===== src/rsvc_pkg.sv =====
`timescale 1ns/1ps
package rsvc_pkg;
	// ----------------------------------------
	// Control register fields
	// ----------------------------------------
	localparam int CTL_MODEXP   = 15;
	localparam int CTL_DIG_EN   = 14;
	localparam int CTL_DIG_IV   = 13;
	localparam int CTL_DIG_LAST = 12;
	localparam int CTL_CIPHER   = 11;
	localparam int CTL_COP_HI   = 10;
	localparam int CTL_COP_LO   = 9;
	localparam int CTL_PENDING_COUNT_DECREMENT   = 8;
	localparam int CTL_FC_HI    = 7;
	localparam int CTL_FC_LO    = 6;
	localparam int CTL_RECEIVE_ENABLE     = 0;
	localparam logic [15:0] CTL_RESET = 16'h0000;
	localparam int STA_FC_IDLE  = 14;
	// ----------------------------------------
	// Status vector fields
	// ----------------------------------------
	localparam int SV_PREV_DROP = 16;
	localparam int SV_CARRIER   = 18;
	localparam int SV_CRC_ERR   = 20;
	localparam int SV_LEN_ERR   = 21;
	localparam int SV_TYPE      = 22;
	localparam int SV_OK        = 23;
	localparam int SV_MCAST     = 24;
	localparam int SV_BCAST     = 25;
	localparam int SV_DRIBBLE   = 26;
	localparam int SV_CTRL      = 27;
	localparam int SV_PAUSE     = 28;
	localparam int SV_UNK_OP    = 29;
	localparam int SV_VLAN      = 30;
	localparam int SV_FILT_LO   = 31;
	localparam int SV_BYTES     = 6;
	localparam int HDR_BYTES    = 8;
	// ----------------------------------------
	// Frame constants
	// ----------------------------------------
	localparam logic [15:0] MAX_LEN     = 16'd1500;
	localparam logic [15:0] ET_CTRL     = 16'h8808;
	localparam logic [15:0] ET_VLAN     = 16'h8100;
	localparam logic [15:0] OP_PAUSE    = 16'h0001;
	localparam logic [47:0] DA_PAUSE    = 48'h0180c2000001;
	localparam logic [15:0] OVERHEAD    = 16'd18;
	localparam logic [15:0] MIN_FRAME   = 16'd64;
	localparam logic [15:0] MIN_PAYLOAD = 16'd46;
	localparam logic [15:0] BUF_END     = 16'h5fff;
	localparam logic [15:0] ZERO_TIMER  = 16'h0000;
	// ----------------------------------------
	// Timing
	// ----------------------------------------
	localparam int CLK_MHZ        = 125;
	localparam int PAUSE_PERIOD_US = 200;
	localparam int PAUSE_PERIOD_CYC = PAUSE_PERIOD_US * CLK_MHZ;
	typedef enum logic [2:0] {
		RSVC_FC_IDLE   = 3'b000,
		RSVC_FC_SINGLE = 3'b001,
		RSVC_FC_END    = 3'b010,
		RSVC_FC_PERIOD = 3'b011,
		RSVC_FC_BP     = 3'b100
	} rsvc_fc_t;
	typedef enum logic [1:0] {
		RSVC_RX_IDLE = 2'b00,
		RSVC_RX_DATA = 2'b01,
		RSVC_RX_HDR  = 2'b10
	} rsvc_rx_t;
endpackage : rsvc_pkg

module rsvc_parse import rsvc_pkg::*; (
	input  wire logic        mclk,
	input  wire logic        rst,
	input  wire logic        sof,
	input  wire logic        byte_valid,
	input  wire logic [7:0]  byte_data,
	input  wire logic [15:0] byte_index,
	output logic      [15:0] len_type,
	output logic             bcast,
	output logic             mcast,
	output logic             ctrl_frame,
	output logic             pause_op,
	output logic             unknown_op,
	output logic             vlan
);
	logic [47:0] da_reg;
	logic [15:0] op_reg;
	always_ff @(posedge mclk) begin
		if (rst || sof) begin
			da_reg   <= 48'h000000000000;
			len_type <= 16'h0000;
			op_reg   <= 16'h0000;
		end else if (byte_valid) begin
			if (byte_index < 16'd6)
				da_reg <= {da_reg[39:0], byte_data};
			else if (byte_index == 16'd12)
				len_type[15:8] <= byte_data;
			else if (byte_index == 16'd13)
				len_type[7:0] <= byte_data;
			else if (byte_index == 16'd14)
				op_reg[15:8] <= byte_data;
			else if (byte_index == 16'd15)
				op_reg[7:0] <= byte_data;
		end
	end
	always_comb begin
		bcast      = &da_reg;
		mcast      = da_reg[40] && !bcast;
		ctrl_frame = (len_type == ET_CTRL);
		pause_op   = ctrl_frame && (op_reg == OP_PAUSE) && (da_reg == DA_PAUSE);
		unknown_op = ctrl_frame && (op_reg != OP_PAUSE);
		vlan       = (len_type == ET_VLAN);
	end
endmodule : rsvc_parse


===== src/rsvc_top.sv =====
`timescale 1ns/1ps
// How it works
// - Status vector bits 15:0 hold frame byte count, low byte first.
// - Bit 23 set only with good checksum and no symbol errors.
// - Bit 22 set when type/length field exceeds 1500.
// - Bit 21 set when valid length disagrees with received payload size.
// - Bit 20 set when received checksum mismatches computed one.
// - Bit 18 set if carrier activity seen since previous frame.
// - Bit 16 set if long or dropped frame since previous frame.
// - Bit 25 broadcast, bit 24 multicast destination.
// - Bit 26 set on 1 to 7 dribble bits, which are discarded.
// - Bit 27 set for MAC control frame type.
// - Bit 28 valid pause with valid destination, bit 29 unknown opcode.
// - Bit 30 set for VLAN tagged frame.
// - Bits 31 to 36 report filter matches sampled for this frame.
// - Control bit 15 starts modular exponentiation, cleared on completion.
// - Control bit 14 enables feeding DMA data into the digest.
// - Control bit 13 loads digest initial value from hash memory.
// - Control bit 12 marks next digest transfer as final, padded.
// - Control bit 11 starts cipher, cleared on completion.
// - Bits 10-9 select cipher operation; 11 is reserved.
// - Writing one to bit 8 decrements pending count; bit self-clears.
// - Full duplex flow control: single, periodic, end with zero timer.
// - Half duplex nonzero setting sends continuous preamble backpressure.
// - Each stored frame preceded by next pointer and six-byte vector.
// - Pending count increments per stored frame; overflow discards frame.
// - Control bit 0 gates storing of filtered frames.
module rsvc_top import rsvc_pkg::*; #(
	parameter int PERIOD_CYC = PAUSE_PERIOD_CYC
) (
	input  wire logic        mclk,
	input  wire logic        rst,
	input  wire logic        ctl_wr,
	input  wire logic [1:0]  ctl_be,
	input  wire logic [15:0] ctl_wdata,
	output logic      [15:0] ctl_rdata,
	output logic      [15:0] status_rdata,
	input  wire logic        rx_sof,
	input  wire logic        rx_valid,
	input  wire logic [7:0]  rx_data,
	input  wire logic        rx_eof,
	input  wire logic        rx_crc_ok,
	input  wire logic        rx_symbol_err,
	input  wire logic [2:0]  rx_dribble_bits,
	input  wire logic        rx_filter_pass,
	input  wire logic [5:0]  rx_filter_match,
	input  wire logic        rx_carrier_event,
	input  wire logic        rx_drop_event,
	input  wire logic [15:0] rx_buf_start,
	input  wire logic [15:0] rx_head_addr,
	output logic             mem_wr_en,
	output logic      [15:0] mem_wr_addr,
	output logic      [7:0]  mem_wr_data,
	output logic             rx_commit,
	output logic      [15:0] rx_next_head,
	output logic      [7:0]  pending_packet_count,
	input  wire logic        modexp_done,
	output logic             modexp_go,
	input  wire logic        cipher_done,
	output logic             cipher_go,
	output logic      [1:0]  cipher_op_select,
	output logic             cipher_op_reserved,
	output logic             digest_enable,
	output logic             digest_load_iv,
	output logic             digest_last_block,
	output logic      [4:0]  aux_ctrl,
	input  wire logic        full_duplex_select,
	input  wire logic [15:0] pause_timer_value,
	output logic             pause_req,
	output logic      [15:0] pause_timer_out,
	input  wire logic        pause_sent,
	output logic             backpressure,
	output logic             flow_ctrl_idle
);
	// ----------------------------------------
	// Control register
	// ----------------------------------------
	logic [15:0] ctl_reg;
	logic        wr_lo;
	logic        wr_hi;
	logic        dec_req;
	logic        fc_clear;
	assign wr_lo   = ctl_wr && ctl_be[0];
	assign wr_hi   = ctl_wr && ctl_be[1];
	assign dec_req = wr_hi && ctl_wdata[CTL_PENDING_COUNT_DECREMENT];

	always_ff @(posedge mclk) begin
		if (rst) begin
			ctl_reg <= CTL_RESET;
		end else begin
			if (wr_hi) begin
				ctl_reg[CTL_DIG_EN:CTL_DIG_LAST] <= ctl_wdata[CTL_DIG_EN:CTL_DIG_LAST];
				ctl_reg[CTL_COP_HI:CTL_COP_LO]   <= ctl_wdata[CTL_COP_HI:CTL_COP_LO];
			end
			if (wr_hi && ctl_wdata[CTL_MODEXP])
				ctl_reg[CTL_MODEXP] <= 1'b1;
			else if (modexp_done)
				ctl_reg[CTL_MODEXP] <= 1'b0;
			if (wr_hi && ctl_wdata[CTL_CIPHER])
				ctl_reg[CTL_CIPHER] <= 1'b1;
			else if (cipher_done)
				ctl_reg[CTL_CIPHER] <= 1'b0;
			ctl_reg[CTL_PENDING_COUNT_DECREMENT] <= 1'b0;
			if (wr_lo)
				ctl_reg[7:0] <= ctl_wdata[7:0];
			else if (fc_clear)
				ctl_reg[CTL_FC_HI:CTL_FC_LO] <= 2'b00;
		end
	end

	always_ff @(posedge mclk) begin
		if (rst) begin
			modexp_go <= 1'b0;
			cipher_go <= 1'b0;
		end else begin
			modexp_go <= wr_hi && ctl_wdata[CTL_MODEXP] && !ctl_reg[CTL_MODEXP];
			cipher_go <= wr_hi && ctl_wdata[CTL_CIPHER] && !ctl_reg[CTL_CIPHER];
		end
	end

	assign digest_enable      = ctl_reg[CTL_DIG_EN];
	assign digest_load_iv     = ctl_reg[CTL_DIG_IV];
	assign digest_last_block  = ctl_reg[CTL_DIG_LAST];
	assign cipher_op_select   = ctl_reg[CTL_COP_HI:CTL_COP_LO];
	assign cipher_op_reserved = &ctl_reg[CTL_COP_HI:CTL_COP_LO];
	assign aux_ctrl           = ctl_reg[5:1];
	assign ctl_rdata          = ctl_reg;

	// ----------------------------------------
	// Flow control
	// ----------------------------------------
	rsvc_fc_t    fc_state;
	logic [31:0] fc_timer;
	logic [1:0]  fc_op;
	assign fc_op = ctl_reg[CTL_FC_HI:CTL_FC_LO];

	// Host must only alter the mode while idle reads one
	always_ff @(posedge mclk) begin
		if (rst) begin
			fc_state  <= RSVC_FC_IDLE;
			fc_timer  <= 32'd0;
			pause_req <= 1'b0;
		end else begin
			pause_req <= 1'b0;
			case (fc_state)
				RSVC_FC_IDLE: begin
					if (!full_duplex_select && fc_op != 2'b00) begin
						fc_state <= RSVC_FC_BP;
					end else if (full_duplex_select) begin
						case (fc_op)
							2'b01: begin
								fc_state  <= RSVC_FC_SINGLE;
								pause_req <= 1'b1;
							end
							2'b10: begin
								fc_state  <= RSVC_FC_PERIOD;
								pause_req <= 1'b1;
								fc_timer  <= 32'(PERIOD_CYC - 1);
							end
							2'b11: begin
								fc_state  <= RSVC_FC_END;
								pause_req <= 1'b1;
							end
							default: fc_state <= RSVC_FC_IDLE;
						endcase
					end
				end
				RSVC_FC_SINGLE, RSVC_FC_END: begin
					if (pause_sent)
						fc_state <= RSVC_FC_IDLE;
				end
				RSVC_FC_PERIOD: begin
					if (fc_op != 2'b10) begin
						fc_state <= RSVC_FC_IDLE;
					end else if (fc_timer == 32'd0) begin
						pause_req <= 1'b1;
						fc_timer  <= 32'(PERIOD_CYC - 1);
					end else begin
						fc_timer <= fc_timer - 32'd1;
					end
				end
				RSVC_FC_BP: begin
					if (fc_op == 2'b00)
						fc_state <= RSVC_FC_IDLE;
				end
				default: fc_state <= RSVC_FC_IDLE;
			endcase
		end
	end

	assign fc_clear        = (fc_state == RSVC_FC_SINGLE || fc_state == RSVC_FC_END) && pause_sent;
	assign pause_timer_out = (fc_state == RSVC_FC_END) ? ZERO_TIMER : pause_timer_value;
	assign backpressure    = (fc_state == RSVC_FC_BP);
	assign flow_ctrl_idle  = (fc_state == RSVC_FC_IDLE) && !pause_req;

	// ----------------------------------------
	// Frame parsing
	// ----------------------------------------
	rsvc_rx_t    rx_state;
	logic [15:0] byte_cnt;
	logic [15:0] len_type;
	logic        p_bcast;
	logic        p_mcast;
	logic        p_ctrl;
	logic        p_pause;
	logic        p_unk;
	logic        p_vlan;

	rsvc_parse u_parse (
		.mclk       (mclk),
		.rst        (rst),
		.sof        (rx_sof),
		.byte_valid (rx_valid && rx_state == RSVC_RX_DATA),
		.byte_data  (rx_data),
		.byte_index (byte_cnt),
		.len_type   (len_type),
		.bcast      (p_bcast),
		.mcast      (p_mcast),
		.ctrl_frame (p_ctrl),
		.pause_op   (p_pause),
		.unknown_op (p_unk),
		.vlan       (p_vlan)
	);

	// ----------------------------------------
	// Events since previous frame
	// ----------------------------------------
	logic carrier_seen;
	logic drop_seen;
	logic hdr_done;
	logic overflow_drop;
	always_ff @(posedge mclk) begin
		if (rst) begin
			carrier_seen <= 1'b0;
			drop_seen    <= 1'b0;
		end else begin
			if (rx_carrier_event)
				carrier_seen <= 1'b1;
			else if (hdr_done)
				carrier_seen <= 1'b0;
			if (rx_drop_event || overflow_drop)
				drop_seen <= 1'b1;
			else if (hdr_done)
				drop_seen <= 1'b0;
		end
	end

	// ----------------------------------------
	// Status vector and storage
	// ----------------------------------------
	logic [47:0] rsv_reg;
	logic [47:0] rsv_next;
	logic [15:0] payload;
	logic        len_bad;
	logic [2:0]  hdr_idx;
	logic [15:0] next_ptr;
	logic [15:0] raw_next;
	logic        receive_enable_frame;

	function automatic logic [15:0] wrap(input logic [15:0] a, input logic [15:0] base);
		wrap = (a > BUF_END) ? 16'(a - BUF_END - 16'd1 + base) : a;
	endfunction : wrap

	assign payload = byte_cnt - OVERHEAD;
	assign len_bad = (len_type <= MAX_LEN) && (payload != len_type) &&
		!(len_type < MIN_PAYLOAD && byte_cnt == MIN_FRAME);
	assign raw_next = 16'(rx_head_addr + 16'(HDR_BYTES) + byte_cnt + {15'd0, byte_cnt[0]});

	always_comb begin
		rsv_next                 = 48'h000000000000;
		rsv_next[15:0]           = byte_cnt;
		rsv_next[SV_PREV_DROP]   = drop_seen || rx_drop_event;
		rsv_next[SV_CARRIER]     = carrier_seen || rx_carrier_event;
		rsv_next[SV_CRC_ERR]     = !rx_crc_ok;
		rsv_next[SV_LEN_ERR]     = len_bad;
		rsv_next[SV_TYPE]        = (len_type > MAX_LEN);
		rsv_next[SV_OK]          = rx_crc_ok && !rx_symbol_err;
		rsv_next[SV_MCAST]       = p_mcast;
		rsv_next[SV_BCAST]       = p_bcast;
		rsv_next[SV_DRIBBLE]     = (rx_dribble_bits != 3'd0);
		rsv_next[SV_CTRL]        = p_ctrl;
		rsv_next[SV_PAUSE]       = p_pause;
		rsv_next[SV_UNK_OP]      = p_unk;
		rsv_next[SV_VLAN]        = p_vlan;
		rsv_next[SV_FILT_LO+5:SV_FILT_LO] = rx_filter_match;
	end

	assign overflow_drop = rx_state == RSVC_RX_DATA && rx_eof && receive_enable_frame && rx_filter_pass &&
		(&pending_packet_count) && !dec_req;
	assign hdr_done = (rx_state == RSVC_RX_HDR) && (hdr_idx == 3'(HDR_BYTES - 1));

	always_ff @(posedge mclk) begin
		if (rst) begin
			rx_state   <= RSVC_RX_IDLE;
			byte_cnt   <= 16'd0;
			rsv_reg    <= 48'h000000000000;
			hdr_idx    <= 3'd0;
			next_ptr   <= 16'd0;
			receive_enable_frame <= 1'b0;
		end else begin
			case (rx_state)
				RSVC_RX_IDLE: begin
					if (rx_sof) begin
						rx_state   <= RSVC_RX_DATA;
						byte_cnt   <= 16'd0;
						receive_enable_frame <= ctl_reg[CTL_RECEIVE_ENABLE];
					end
				end
				RSVC_RX_DATA: begin
					if (rx_valid)
						byte_cnt <= byte_cnt + 16'd1;
					if (rx_eof) begin
						if (receive_enable_frame && rx_filter_pass && !overflow_drop) begin
							rx_state <= RSVC_RX_HDR;
							rsv_reg  <= rsv_next;
							next_ptr <= wrap(raw_next, rx_buf_start);
							hdr_idx  <= 3'd0;
						end else begin
							rx_state <= RSVC_RX_IDLE;
						end
					end
				end
				RSVC_RX_HDR: begin
					hdr_idx <= hdr_idx + 3'd1;
					if (hdr_done)
						rx_state <= RSVC_RX_IDLE;
				end
				default: rx_state <= RSVC_RX_IDLE;
			endcase
		end
	end

	// Payload written behind the eight header bytes
	always_ff @(posedge mclk) begin
		if (rst) begin
			mem_wr_en   <= 1'b0;
			mem_wr_addr <= 16'd0;
			mem_wr_data <= 8'h00;
		end else begin
			mem_wr_en <= 1'b0;
			if (rx_state == RSVC_RX_DATA && rx_valid && receive_enable_frame) begin
				mem_wr_en   <= 1'b1;
				mem_wr_addr <= wrap(16'(rx_head_addr + 16'(HDR_BYTES) + byte_cnt), rx_buf_start);
				mem_wr_data <= rx_data;
			end else if (rx_state == RSVC_RX_HDR) begin
				mem_wr_en   <= 1'b1;
				mem_wr_addr <= wrap(16'(rx_head_addr + {13'd0, hdr_idx}), rx_buf_start);
				case (hdr_idx)
					3'd0: mem_wr_data <= next_ptr[7:0];
					3'd1: mem_wr_data <= next_ptr[15:8];
					3'd2: mem_wr_data <= rsv_reg[7:0];
					3'd3: mem_wr_data <= rsv_reg[15:8];
					3'd4: mem_wr_data <= rsv_reg[23:16];
					3'd5: mem_wr_data <= rsv_reg[31:24];
					3'd6: mem_wr_data <= rsv_reg[39:32];
					3'd7: mem_wr_data <= rsv_reg[47:40];
					default: mem_wr_data <= 8'h00;
				endcase
			end
		end
	end

	// ----------------------------------------
	// Pending packet count
	// ----------------------------------------
	always_ff @(posedge mclk) begin
		if (rst) begin
			pending_packet_count <= 8'd0;
			rx_commit            <= 1'b0;
			rx_next_head         <= 16'd0;
		end else begin
			rx_commit <= hdr_done;
			if (hdr_done)
				rx_next_head <= next_ptr;
			if (hdr_done && !(dec_req && pending_packet_count != 8'd0))
				pending_packet_count <= pending_packet_count + 8'd1;
			else if (!hdr_done && dec_req && pending_packet_count != 8'd0)
				pending_packet_count <= pending_packet_count - 8'd1;
		end
	end

	always_comb begin
		status_rdata               = 16'h0000;
		status_rdata[STA_FC_IDLE]  = flow_ctrl_idle;
		status_rdata[7:0]          = pending_packet_count;
	end
endmodule : rsvc_top


===== config.mk =====
export PLATFORM = sky130hd
export DESIGN_NAME = rsvc_top
export DESIGN_NICKNAME = d
export VERILOG_FILES = /design/src/rsvc_pkg.sv /design/src/rsvc_top.sv
export SDC_FILE = /design/constraint.sdc
export NUM_CORES = 1
export LEC_CHECK = 0
export BUFFER_PORTS_ARGS = -buffer_cell sky130_fd_sc_hd__clkbuf_2
export CORE_ASPECT_RATIO = 0.5
export CORE_UTILIZATION = 59
export DETAILED_ROUTE_END_ITERATION = 8
export GPL_TIMING_DRIVEN = 0
export PLACE_DENSITY_LB_ADDON = 0.12
export SLEW_MARGIN = 20
export SYNTH_ARGS = -nofsm -noshare
export SYNTH_HDL_FRONTEND = slang
export SYNTH_SLANG_ARGS = --single-unit

===== constraint.sdc =====
create_clock -name mclk -period 6.5 [get_ports mclk]
set_input_delay 0.975 -clock mclk [delete_from_list [all_inputs] [get_ports mclk]]
set_output_delay 0.975 -clock mclk [all_outputs]
set_load 0.01 [all_outputs]

==> impl_metrics.py <==
metrics = {
    "setup_path": {
        "cpLargestDelayFamily": "simple AND/OR/NAND/NOR gates",
        "worst_path_max_delay_cell": "nor4_4",
        "max_stage_delay_ns": 0.55,
        "path_cells": "clkbuf_1, inv_1, ha_1, inv_1, ha_1, nor2_1, nor3b_1, nor4_4, nand2_1, xnor2_1, ha_1, ha_1, nor3_1, nor2_1, a31oi_1, o21bai_1, a2111oi_0, nor3_1, a31oi_1, xnor3_1, o31ai_1",
        "cp_max_fo": 10,
        "start_kind": "flop",
        "path_class": "flop to flop",
        "endpoint_kind": "flop",
        "crit_top_cell": "ha_1",
        "required_ns": 6.95,
        "critical_path_arrival_ns": 6.35,
        "cp_num_buf_inv": 3,
    },
    "sta": {
        "final.setup_skew_ns": 0.02093,
        "max_freq_mhz": 169.5,
        "finalSetupViolCount": 0,
        "grt_setup_unrepaired": "false",
        "fin_tns_setup_ns": 0,
        "period_minus_slack_ns": 5.900,
        "max_slew.worst_pin.slew_ns": 1.048,
        "timing.final.max_slew_violations": 0,
        "hold_viol": 0,
        "finalCritPeriodShare_pct": 90.78,
        "slew_headroom_pct": 30.12,
    },
    "yosys": {
        "synth_area_um2": 16350,
        "syn_area_per_cell_um2": 8.379,
        "synthCells": 1951,
        "ys_warn_count": 0,
        "yosysSeqAreaShare_pct": 31.60,
        "yosysTopAreaCell": "dfxtp_1",
        "ys_ff_latch": 258,
        "synth.area.top_cells": "dfxtp_1, ha_1, mux2i_1",
        "synth_edf_count": 0,
        "synth_top_cell_area_share_pct": 31.60,
        "synth_cell_types": 89,
        "async_flop_share_pct": 0,
        "synthFlopType": "dfxtp_1",
    },
    "place": {
        "port_buffers": 202,
        "place_hpwl_um": 37810,
        "place_congestion": 1.019,
    },
    "finish": {
        "fin_nets": 2432,
        "drive_above_1_share_pct": 14.55,
        "fill_cells": 2302,
        "multi_input_area_um2": 10470,
        "post-route-util_pct": 69.44,
        "seqCellArea_um2": 5165,
        "n_antenna_cell": 0,
        "area_growth_pct": 13.84,
        "largest_reg_flops": 48,
    },
    "pwr": {
        "p_leak_nw": 8.050,
        "p_sw_share_pct": 28.09,
        "p_comb_share_pct": 18.5,
        "p_switching_mw": 1.052,
        "pwr-share-clk_pct": 38.5,
        "irDropWorstVdd_v": 0.0002119,
        "power_frac_seq_pct": 43.0,
        "intPower_mw": 2.693,
        "power_density_nw_per_um2": 201.2,
    },
    "global_route": {
        "overflow": 0,
        "antenna_found_initial": 0,
        "grt_util_all_layers_pct": 33.01,
        "grt_pass1_vias": 13770,
        "grt_pass1_wl_um": 73820,
        "grt_start_max_net_pins": 18,
    },
    "flow_run": {
        "cap_violations": 0,
    },
    "worst_hold_path": {
        "worstHoldPathType": "flop to flop",
    },
    "clock_network": {
        "htree_levels": 1,
        "holdBufCountCts": 0,
        "cts.sinks": 258,
        "cts_buffers": 23,
        "clkLatencyLatePin_ns": 0.53,
        "cts_buffer_depth": 3,
        "tritoncts": "done",
        "root_buffer": "clkbuf_16",
        "cts.clk_slew.worst_paths_ns": 0.08,
    },
    "floorplan": {
        "core_area_um2": 26800,
        "die_h_um": 119.7,
        "dieArea_um2": 28420,
        "initial_core_util_pct": 60.99,
        "num_rows": 42,
        "die_w_um": 237.4,
        "io_pins": 212,
    },
    "detailed_routing": {
        "wire_per_inst_um": 18.81,
        "ant_nets": 0,
        "wirelength_um": 48000,
        "vias": 15210,
        "vias_per_cell": 5.959,
        "drtIter0Drc": 1355,
        "drc": 0,
        "dr.pass1.iters": 7,
    },
    "run_status": {
        "status": "finished, final reports clean",
    },
}
## per-stage QoR
step | hold WS (ns) | std cells | worst slack (ns) | instance area [µm²] | total power [mW]
detailed placement | 0.4294 | 2512 | 0.1404 | 17820 | 2.323
CTS | 0.4365 | 2552 | 0.5766 | 18600 | 3.742
floorplan | 0.4313 | 1958 | 1.194 | 16370 | 2.130
global placement | 0.4293 | 2512 | 0.2149 | 17820 | 2.315
global route | 0.4612 | 2552 | 0.05749 | 18610 | 3.885
finish | 0.4342 | 2552 | 0.5996 | 18610 | 3.745
## per-layer routing
metal	wire length, µm	track usage (%)	vias to the layer above	part of all wire (%)
li1	-	-	7408	-
met1	21540	45.13	7108	45
met2	21190	54.03	595	44
met3	4077	6.050	97	8.5
met4	1203	7.782	0	2.5
met5	0	0	-	0
## synthesized netlist by cell type (5+ instances only)
cell type and instances:
a2111oi_0 6, a211oi_1 25, a21o_1 17, a21oi_1 131
a221oi_1 15, a22oi_1 10, a311oi_1 9, a311oi_2 6
a31oi_1 20, a32oi_1 6, and2_1 14, and3_1 16
buf_1 9, buf_2 5, buf_4 29, clkbuf_1 81
dfxtp_1 258, fa_1 6, ha_1 143, inv_1 42
mux2i_1 103, nand2_1 182, nand2b_1 13, nand3_1 56
nand3b_1 9, nand4_1 30, nor2_1 258, nor2b_1 30
nor3_1 53, nor3b_1 8, nor4_1 32, nor4b_1 6
o2111ai_1 5, o211ai_1 13, o21a_1 6, o21ai_0 34
o21ai_1 7, o21ai_2 6, o21bai_1 11, o31ai_1 6
or2_2 8, or3_1 14, xnor2_1 94, xor2_1 49
## layout make-up
type	count	area share, %
plain buffers	125	3.180
repair buffers	202	5.433
clock buffers	30	3.395
flip-flops and latches	258	27.75
inverters	43	0.8673
clock inverters	10	0.7665
multi-input cells	1532	56.24
well taps	352	2.367
## cell families after synthesis
family	Yosys count	synth area share (%)
multiplexers	107	6.582
buffers and inverters	168	4.608
AO/OA/AOI/OAI	369	15.39
AND/OR/NAND/NOR	751	21.92
XOR/XNOR	147	8.136
flip-flops	258	31.60
other	1	0.02294
adder cells (fa/ha/maj)	150	11.74
## worst register-to-register path, delay by kind of cell, from the launching register on
kind                       cells  cell delay [ns]
adders and majority gates      4             1.32
DFF                            1             0.32
AOI/OAI and AO/OA              5             1.31
and+or+nand+nor                7             1.57
xor gates and xnor gates       2             0.78
buffers and inverters          3             0.53
## power by group through the flow
stage	clock network, mW	logic (mW)	registers (mW)
floorplan	0	0.484	1.65
global placement	0	0.668	1.65
detailed placement	0	0.675	1.65
CTS	1.45	0.681	1.61
global route	1.51	0.764	1.61
finish	1.44	0.692	1.61
## placed cells by master, fill, tap and decap left out, types with 23 or more instances in the layout
cell type,n
ha_1,143
dfxtp_1,258
nand2_1,182
clkbuf_1,85
nor3_1,53
buf_4,29
nor2_1,258
mux2i_1,103
a211oi_1,25
a21oi_1,131
clkbuf_2,202
nor2b_1,30
clkbuf_16,23
nand3_1,56
xnor2_1,94
nand4_1,30
nor4_1,32
o21ai_0,34
inv_1,42
xor2_1,49
## worst paths after layout
path              cells after the start                        from                        end  slack [ns]
setup / recovery                     21    byte_cnt[3]$_SDFFE_PP0P_  next_ptr[15]$_SDFFE_PP0P_        0.60
hold / removal                        1  ctl_rdata[11]$_SDFFE_PP0P_       cipher_go$_SDFF_PP0_        0.43
setup reg to reg                     21    byte_cnt[3]$_SDFFE_PP0P_  next_ptr[15]$_SDFFE_PP0P_        0.60
hold reg to reg                       1  ctl_rdata[11]$_SDFFE_PP0P_       cipher_go$_SDFF_PP0_        0.43
## timing repair
item / 4_1_cts / 5_1_grt
endpoints found under the hold margin: 0 / 0
endpoints found under the setup margin: 0 / 1
gates resized for setup: 0 / 1
setup buffers: 0 / 0
No activity file was read; power rests on OpenSTA's default activity.
